## config.mk

```make
export PLATFORM = sky130hd
export DESIGN_NAME = sht_standby_ctrl
export DESIGN_NICKNAME = d
export VERILOG_FILES = /design/src/include/sht_pkg.sv /design/src/core/sht_standby_ctrl.sv
export VERILOG_INCLUDE_DIRS = /design/src /design/src/include
export SDC_FILE = /design/constraint.sdc
export NUM_CORES = 1
export LEC_CHECK = 0
export BUFFER_PORTS_ARGS = -buffer_cell sky130_fd_sc_hd__buf_2
export CAP_MARGIN = 20
export CORE_ASPECT_RATIO = 1.25
export CORE_MARGIN = 10
export CORE_UTILIZATION = 40
export CTS_BUF_LIST = sky130_fd_sc_hd__clkbuf_8
export CTS_CLUSTER_SIZE = 14
export DETAILED_ROUTE_END_ITERATION = 6
export PLACE_DENSITY = 0.74
export SLEW_MARGIN = 25
export SYNTH_ARGS = -nofsm -noshare
export SYNTH_HDL_FRONTEND = slang
export SYNTH_SLANG_ARGS = --single-unit
```

## constraint.sdc

```tcl
create_clock -name sys_clk -period 3.8 [get_ports sys_clk]
set_input_delay 0.76 -clock sys_clk [delete_from_list [all_inputs] [get_ports sys_clk]]
set_output_delay 0.76 -clock sys_clk [all_outputs]
set_load 0.01 [all_outputs]
```

## src/include/sht_map.svh

```systemverilog
/*
  Constants for the standby controller: register addresses, reset values,
  wait-select codes and stabilization thresholds.
  Assumes inclusion by the core module only.
*/
`ifndef SHT_MAP_SVH
`define SHT_MAP_SVH

`define SHT_ADDR_STATUS    16'hffa3
`define SHT_ADDR_WAIT_SEL  16'hffa4
`define SHT_STATUS_RESET   8'h00
`define SHT_WAIT_SEL_RESET 3'h5
`define SHT_SEL_2E11       3'h1
`define SHT_SEL_2E13       3'h2
`define SHT_SEL_2E14       3'h3
`define SHT_SEL_2E15       3'h4
`define SHT_SEL_2E16       3'h5
`define SHT_THR_2E11       17'h00800
`define SHT_THR_2E13       17'h02000
`define SHT_THR_2E14       17'h04000
`define SHT_THR_2E15       17'h08000
`define SHT_THR_2E16       17'h10000
`define SHT_VEC_WAIT       4'h8
`define SHT_NEXT_WAIT      4'h2

`endif

```

## src/include/sht_pkg.sv

```systemverilog
/*
  Types for the standby controller.
  Assumes sht_map.svh is on the include path.
*/
package sht_pkg;

  typedef enum logic [1:0] {
    SHT_RUN,
    SHT_HALT,
    SHT_WAKE
  } sht_state_e;

  // Interrupt-controller and status-word view of one wake source
  typedef struct packed {
    logic irq_request;
    logic irq_mask_flag;
    logic irq_priority_flag;
    logic global_irq_enable_flag;
    logic in_service_priority_flag;
    logic nmi_request;
  } sht_wake_s;

  // Register access from the CPU memory bus
  typedef struct packed {
    logic [15:0] addr;
    logic        rd;
    logic        wr;
    logic        bit_acc;
    logic [7:0]  wdata;
  } sht_mem_s;

endpackage

```

## src/core/sht_standby_ctrl.sv

```systemverilog
/*
  Standby controller: HALT-mode CPU clock gating and release, main
  oscillator stabilization counter with status and wait-select registers.
  Assumes one 10 MHz clock, the CPU memory bus on the same clock, and the
  main-oscillator clock seen as an asynchronous level that is sampled.
*/
// Notes on behaviour
// - Status clears on reset release, STOP execution and oscillator-stop write.
// - Status bits set in order at 2^11..2^16 counts and stay set.
// - Status is read-only, bit or byte readable, upper three bits zero.
// - Select codes 1..5 give 2^11,2^13,2^14,2^15,2^16 waits; others prohibited.
// - Wait select resets to 05h, byte writes only, upper bits read zero.
// - Selected wait applies on STOP release only when crystal clocks the CPU.
// - Counter stops at selected wait, so status stops at that threshold.
// - Wait counting starts only once the oscillator actually runs.
// - HALT instruction enters HALT whatever clock drives the CPU.
// - HALT stops CPU clock, oscillators keep running, port latches hold.
// - Unmasked interrupt releases HALT, servicing if enabled (and in-service set when priority flag set), else next instruction.
// - Release resumes after 8 clocks with servicing, 2 clocks without.
// - Non-maskable request releases HALT with servicing regardless of enable.
// - External reset releases HALT and runs the normal reset sequence.
// - Masked holds HALT; priority, enable and in-service choose servicing.
`timescale 1ns/1ns
`default_nettype none
`include "sht_map.svh"

module sht_standby_ctrl
  import sht_pkg::*;
(
  input  wire logic       sys_clk,
  input  wire logic       resetn,
  input  wire sht_mem_s   mem,
  output logic [7:0]      rdata,
  output logic            rd_hit,
  input  wire logic       halt_exec,
  input  wire logic       stop_exec,
  input  wire logic       stop_release,
  input  wire logic       main_osc_stop_bit_wr,
  input  wire logic       cpu_on_main_crystal,
  input  wire logic       main_crystal_osc,
  input  wire sht_wake_s  wake,
  output logic            cpu_clk_en,
  output logic            port_latch_hold,
  output logic            resume_pulse,
  output logic            resume_vectored,
  output logic            stop_wait_busy
);

  sht_state_e  state_r;
  logic        osc_s1_r;
  logic        osc_s2_r;
  logic        osc_s3_r;
  logic [16:0] osc_count_r;
  logic [4:0]  osc_stab_status_r;
  logic [2:0]  osc_stab_wait_select_r;
  logic        counting_r;
  logic        stop_wait_r;
  logic [3:0]  wake_cnt_r;
  logic        vec_r;
  logic [16:0] wait_limit;
  logic        osc_edge;
  logic        wake_any;
  logic        wake_vec;
  logic        stat_clear;

  // Crystal clock passes two flops before use; third flop only for edge finding
  always_ff @(posedge sys_clk) begin
    osc_s1_r <= main_crystal_osc;
    osc_s2_r <= osc_s1_r;
    osc_s3_r <= osc_s2_r;
  end

  assign osc_edge   = osc_s2_r & ~osc_s3_r;
  assign stat_clear = stop_exec | main_osc_stop_bit_wr;

  // Decode of the select field into a cycle limit
  always_comb begin
    case (osc_stab_wait_select_r)
      `SHT_SEL_2E11: wait_limit = `SHT_THR_2E11;
      `SHT_SEL_2E13: wait_limit = `SHT_THR_2E13;
      `SHT_SEL_2E14: wait_limit = `SHT_THR_2E14;
      `SHT_SEL_2E15: wait_limit = `SHT_THR_2E15;
      default:       wait_limit = `SHT_THR_2E16;
    endcase
  end

  // Wait-select register, byte writes only
  always_ff @(posedge sys_clk) begin
    if (!resetn) begin
      osc_stab_wait_select_r <= `SHT_WAIT_SEL_RESET;
    end else if (mem.wr && !mem.bit_acc && mem.addr == `SHT_ADDR_WAIT_SEL) begin
      osc_stab_wait_select_r <= mem.wdata[2:0];
    end
  end

  // Counter runs on crystal edges from a clear until the selected limit
  always_ff @(posedge sys_clk) begin
    if (!resetn) begin
      osc_count_r <= 17'h00000;
      counting_r  <= 1'b1;
    end else if (stat_clear) begin
      osc_count_r <= 17'h00000;
      counting_r  <= 1'b1;
    end else if (counting_r && osc_edge) begin
      osc_count_r <= osc_count_r + 17'h00001;
      if (osc_count_r + 17'h00001 >= wait_limit) begin
        counting_r <= 1'b0;
      end
    end
  end

  // Status flags set in order from the lowest threshold and stay set
  always_ff @(posedge sys_clk) begin
    if (!resetn || stat_clear) begin
      osc_stab_status_r <= 5'(`SHT_STATUS_RESET);
    end else begin
      if (osc_count_r >= `SHT_THR_2E11) osc_stab_status_r[4] <= 1'b1;
      if (osc_count_r >= `SHT_THR_2E13) osc_stab_status_r[3] <= 1'b1;
      if (osc_count_r >= `SHT_THR_2E14) osc_stab_status_r[2] <= 1'b1;
      if (osc_count_r >= `SHT_THR_2E15) osc_stab_status_r[1] <= 1'b1;
      if (osc_count_r >= `SHT_THR_2E16) osc_stab_status_r[0] <= 1'b1;
    end
  end

  // STOP release wait, only when the crystal is the CPU clock
  always_ff @(posedge sys_clk) begin
    if (!resetn) begin
      stop_wait_r <= 1'b0;
    end else if (stop_release && cpu_on_main_crystal) begin
      stop_wait_r <= 1'b1;
    end else if (stop_wait_r && !counting_r) begin
      stop_wait_r <= 1'b0;
    end
  end

  assign stop_wait_busy = stop_wait_r;

  // Register read port; bit accesses read the same byte
  always_ff @(posedge sys_clk) begin
    if (!resetn) begin
      rdata  <= 8'h00;
      rd_hit <= 1'b0;
    end else begin
      rd_hit <= mem.rd && (mem.addr == `SHT_ADDR_STATUS || mem.addr == `SHT_ADDR_WAIT_SEL);
      if (mem.rd && mem.addr == `SHT_ADDR_STATUS) begin
        rdata <= {3'h0, osc_stab_status_r};
      end else if (mem.rd && mem.addr == `SHT_ADDR_WAIT_SEL) begin
        rdata <= {5'h00, osc_stab_wait_select_r};
      end else begin
        rdata <= 8'h00;
      end
    end
  end

  // Wake decision from interrupt controller and status word
  always_comb begin
    wake_any = wake.nmi_request | (wake.irq_request & ~wake.irq_mask_flag);
    if (wake.nmi_request) begin
      wake_vec = 1'b1;
    end else if (!wake.irq_priority_flag) begin
      wake_vec = wake.global_irq_enable_flag;
    end else begin
      wake_vec = wake.global_irq_enable_flag & wake.in_service_priority_flag;
    end
  end

  // HALT state machine; reset returns to run
  always_ff @(posedge sys_clk) begin
    if (!resetn) begin
      state_r    <= SHT_RUN;
      wake_cnt_r <= 4'h0;
      vec_r      <= 1'b0;
    end else begin
      case (state_r)
        SHT_RUN: begin
          if (halt_exec) begin
            state_r <= SHT_HALT;
          end
        end
        SHT_HALT: begin
          if (wake_any) begin
            state_r    <= SHT_WAKE;
            vec_r      <= wake_vec;
            wake_cnt_r <= wake_vec ? `SHT_VEC_WAIT : `SHT_NEXT_WAIT;
          end
        end
        SHT_WAKE: begin
          wake_cnt_r <= wake_cnt_r - 4'h1;
          if (wake_cnt_r == 4'h1) begin
            state_r <= SHT_RUN;
          end
        end
        default: state_r <= SHT_RUN;
      endcase
    end
  end

  // CPU clock gated while halted; ports hold their latches
  assign cpu_clk_en      = (state_r == SHT_RUN);
  assign port_latch_hold = (state_r != SHT_RUN);
  assign resume_pulse    = (state_r == SHT_WAKE) && (wake_cnt_r == 4'h1);
  assign resume_vectored = resume_pulse && vec_r;

endmodule
`default_nettype wire

```

### Yosys cells after proc, flatten, opt, wreduce, memory -nomap -nowiden

Index checks and enable logic that the tools add are counted.

| cells by class | value |
|---|---|
| equality and inequality tests | 12 |
| add/subtract/negate cells | 2 |
| reductions and logical operators | 25 |
| $lt $le $gt $ge | 6 |
| mux-type cells | 14 |
| bitwise logic cells | 8 |

Operator list:

| kind | number |
|---|---|
| case mux 17 bit (4 select lines) | 1 |
| equality test 16 bit, second input constant | 2 |
| adder 17 x 1 -> 17 bit, second input constant | 1 |
| >= comparator 17 x 12 -> 1 bit, second input constant | 1 |
| >= comparator 17 x 14 -> 1 bit, second input constant | 1 |
| >= comparator 17 x 15 -> 1 bit, second input constant | 1 |
| >= comparator 17 x 16 -> 1 bit, second input constant | 1 |
| >= comparator 17 bit | 1 |
| >= comparator 17 bit, second input constant | 1 |
| logical AND 1 bit | 10 |
| two-way mux 4 bit | 2 |
| case mux 4 bit (2 select lines) | 1 |
| equality test 3 x 2 -> 1 bit, second input constant | 2 |
| two-way mux 2 bit | 3 |
| != test 2 bit, second input constant | 3 |
| case mux 2 bit (3 select lines) | 1 |
| AND reduction 2 bit | 3 |
| nonzero test 2 bit | 3 |
| two-way mux 5 bit | 1 |
| equality test 4 x 1 -> 1 bit, second input constant | 1 |
| two-way mux 1 bit | 4 |
| OR reduction 2 bit | 2 |
| subtractor 4 x 1 -> 4 bit, second input constant | 1 |
| bitwise AND 1 bit | 3 |
| other kinds (11) | 17 |

| word-level totals | value |
|---|---|
| output and inout port bits | 14 |
| bits of input ports | 41 |
| bits in registers | 46 |

### Longest topological paths before layout

| logic depth | value |
|---|---|
| depth after elaboration | 6 |
| gate-level depth with buffers | 12 |
| depth with buffers taken out | 11 |

### Worst setup path after synthesis

Ideal clock, no wire load.

| path | value |
|---|---|
| path kind | register -> register |
| start point | reg osc_count_r[0] |
| end point | reg counting_r |
| cell stages (with the launch flop) | 12 |
| library setup time | 0.130 ns |
| setup slack | 1.087 ns |
| arrival time | 2.583 ns |
| required time | 3.670 ns |
| cell sequence | dfxtp_1 > ha_1 > and4_1 > nand4_4 > nor3_1 > xor2_1 > ha_1 > nand4_1 > a211o_1 > or2_0 > a2111oi_2 > a211oi_1 |

| on the way | value |
|---|---|
| cells in the longest elaborated chain, start to end | 3 |

RTL lines:

| item | line | source |
|---|---|---|
| start, declared | sht_standby_ctrl.sv:53 | `logic [16:0] osc_count_r;` |
| start signal, assigned | sht_standby_ctrl.sv:105 | `osc_count_r <= osc_count_r + 17'h00001;` |
| adder 17 x 1 -> 17 bit | sht_standby_ctrl.sv:106 | `if (osc_count_r + 17'h00001 >= wait_limit) begin` |
| >= comparator 17 bit | sht_standby_ctrl.sv:106 |  |
| AND reduction 2 bit (no line) | - |  |
| end signal, assigned | sht_standby_ctrl.sv:100 | `counting_r <= 1'b1;` |
| end signal, assigned | sht_standby_ctrl.sv:103 | `counting_r <= 1'b1;` |
| end signal, assigned | sht_standby_ctrl.sv:107 | `counting_r <= 1'b0;` |
| end, declared | sht_standby_ctrl.sv:56 | `logic counting_r;` |

No other way between the ends.
A chain may end at the register's enable or synchronous reset.

### Worst setup path in the final report

| path | value |
|---|---|
| start point | reg osc_count_r[1] |
| end point | reg counting_r |

The elaborated chain is that of the path after synthesis.

==> metrics.yaml <==
timing:
  skew_ps: 4.93
  fin_crit_ps: 3040
  setup_viol: 0
  rsz0062_at_grt: "no"
  slew_violations: 0
  hold_violations: 0
  final.setup.tns_ps: 0
  timing.final.crit_share_pct: 80.1
  clock.fmax_mhz: 329
  maxSlewHeadroom_pct: 42.3
  tightest_slew_ps: 865
worst_setup_path:
  max_stage_delay_ps: 450
  r2r_cells: 11
  cpLargestDelayFamily: "simple AND/OR/NAND/NOR gates"
  critPathSlowestCell: "dfxtp_1"
  reg2reg_from: "osc_count_r[1]$_SDFFE_PP0P_"
  critical_path_buf_inv_count: 0
  worstPathMaxFanout: 7
  worstSetupPathType: "flip-flop to flip-flop"
  cp-end-kind: "flip-flop"
  r2r_end: "counting_r$_SDFFE_PP1P_"
  rrSetupSlack_ps: 760
  worstPathRequired_ps: 3970
  arrival_ps: 3220
  cp_common_cell: "ha_1"
  crit_start: "osc_count_r[1]$_SDFFE_PP0P_"
  startpoint_type: "flip-flop"
  worstPathCellList: "ha_1 > and4_1 > nand4_4 > nor3_1 > xor2_1 > ha_1 > nand4_1 > a211o_1 > or2_0 > a2111oi_2 > a211oi_1"
die:
  row_count: 30
  floorplan.die.width_um: 87.4
  core-area_sq_um: 5480
  start_util_pct: 41.4
  die_h_um: 104
  boundaryPins: 55
  die_area_sq_um: 9110
cts:
  insertion_delay_ps: 290
  ctsResizeCount: 0
  h-tree-depth: 2
  cts_root_buf: "clkbuf_8"
  post_cts_buffers: 0
  cts_buffers: 5
  cts_tree: "built"
  cts_max_path_buffers: 2
  cts.sinks: 43
  holdBufCountCts: 0
  path_clk_slew_ps: 80
power:
  powerDensity_nw_per_um2: 310
  leakagePower_nw: 1.07
  pwr-share-seq_pct: 57.7
  p_clk_share_pct: 34.0
  vdd_drop_max_uv: 107
  p_int_w: 0.000617
  p_sw_share_pct: 23.5
  p_comb_share_pct: 8.3
  power.switching_w: 0.000189
synthesis:
  synth.distinct_cells: 45
  ys_ff_latch: 43
  syn_inst: 271
  synth_enable_flop_cells: 0
  syn_area_sq_um: 2270
  synth_top_area_share_pct: 37.9
  ys_async_sr_fraction_pct: 0
  synth.largest_area_cell: "dfxtp_1"
  ys_top_cells_by_area: "dfxtp_1 38%, nor2_1 6.0%, ha_1 5.5%"
  syn_avg_cell_area_sq_um: 8.38
  yosys-top-cells-count: "43 x dfxtp_1, 36 x nor2_1, 24 x nand2_1"
  yosysMostFrequentCell: "dfxtp_1"
  synth-main-ff-cell: "dfxtp_1"
  yosysSeqAreaShare_pct: 37.9
  yosys_warnings: 0
run:
  maxCapViolations: 0
detailed_routing:
  drt_iter0_markers: 64
  finalWirelength_mm: 4.81
  wire_per_inst_um: 12.8
  ant_nets: 0
  vias: 1925
  route.detailed.drc: 0
  via_per_inst: 5.12
  dr.pass1.iters: 4
global_route:
  grt.overflow.total: 0
  grt_pass1_vias: 1953
  antenna_found_initial: 0
  grt_max_degree: 25
  grt_pass1_wl_mm: 8.63
  track_usage_pct: 11.0
hold_path:
  min_path_type: "flip-flop to flip-flop"
  hold_start: "osc_s1_r$_DFF_P_"
  holdPathEnd: "osc_s2_r$_DFF_P_"
  hold_depth: 0
placement:
  io_buffer_count: 46
  hpwl_mm: 3.75
  dpl.cell_count: 368
  gp_congestion: 0.803
layout:
  antenna_cells: 0
  fillers: 547
  drive_gt1_share_pct: 19.2
  syn_to_final_growth_pct: 14.5
  nets: 362
  fin_util_pct: 47.5
  stdcell_count: 376
outcome:
  outcome: "complete, no violations"
==> placed cells by master (no fill, tap or decap), types with 6 or more instances in the layout <==
master	count
buf_2	46
dfxtp_1	43
nor2_1	36
nand2_1	24
xor2_1	13
a21oi_1	12
nor3_1	11
xnor2_1	11
nor2b_1	11
inv_1	10
ha_1	10
nand4_1	8
mux2i_1	7
and2_1	6
nand3_1	6
==> stage by stage <==
step	power, W	hold WS [ps]	setup WS (ps)	area, sq um
floorplan	0.000516	310	1090	2280
global placement	0.000540	315	856	2520
detailed placement	0.000543	315	760	2520
CTS	0.000820	336	726	2600
global route	0.000849	349	423	2600
finish	0.000806	333	757	2600
==> metal layers <==
metal	part of all wire, %	track usage, %	wire [um]
met4	1.2	3.08	59
met1	39	11.6	1890
met3	10	5.25	500
met5	0	0	0
met2	49	18.8	2360
==> worst max path at each step <==
stage	cells past startpoint	end	slack, ps
after floorplan	11	counting_r$_SDFFE_PP1P_	1090
after global placement	11	counting_r$_SDFFE_PP1P_	860
after detailed placement	11	counting_r$_SDFFE_PP1P_	760
after CTS	11	counting_r$_SDFFE_PP1P_	730
after global routing	11	counting_r$_SDFFE_PP1P_	420
final	11	counting_r$_SDFFE_PP1P_	760
==> cells by family after synthesis <==
| family | after synthesis | synth area share, % |
|---|---|---|
| flip-flops | 43 | 37.9 |
| adder cells (fa/ha/maj) | 10 | 5.51 |
| AO/OA/AOI/OAI | 30 | 8.48 |
| buffers and inverters | 24 | 4.68 |
| multiplexers | 7 | 3.09 |
| other | 1 | 0.165 |
| AND/OR/NAND/NOR | 132 | 30.9 |
| XOR/XNOR | 24 | 9.26 |
==> flip-flops by register name (all words and copies together), names as in the netlist <==
| signal | count |
|---|---|
| osc_stab_status_r | 5 |
| osc_stab_wait_select_r | 3 |
| rdata | 5 |
| rd_hit | 1 |
| osc_s1_r | 1 |
| wake_cnt_r | 4 |
| osc_s2_r | 1 |
| vec_r | 1 |
| stop_wait_busy | 1 |
| counting_r | 1 |
| osc_count_r | 17 |
| osc_s3_r | 1 |
| state_r | 2 |
==> power by group through the flow <==
stage / registers [W] / clock network, W / logic, W
floorplan: 0.000475 / 0 / 0.0000409
global placement: 0.000475 / 0 / 0.0000649
detailed placement: 0.000476 / 0 / 0.0000670
CTS: 0.000465 / 0.000288 / 0.0000675
global route: 0.000467 / 0.000306 / 0.0000765
finish: 0.000465 / 0.000274 / 0.0000668
==> layout make-up <==
class                   instances  area [sq um]  area share [%]
flip-flops and latches         43           861            33.1
well taps                      64          80.1            3.08
multi-input cells             206          1310            50.4
inverters                       9          33.8            1.30
repair buffers                 46           230            8.85
clock buffers                   5          68.8            2.65
clock inverters                 3          16.3           0.625
(Power assumes the default switching activity.)
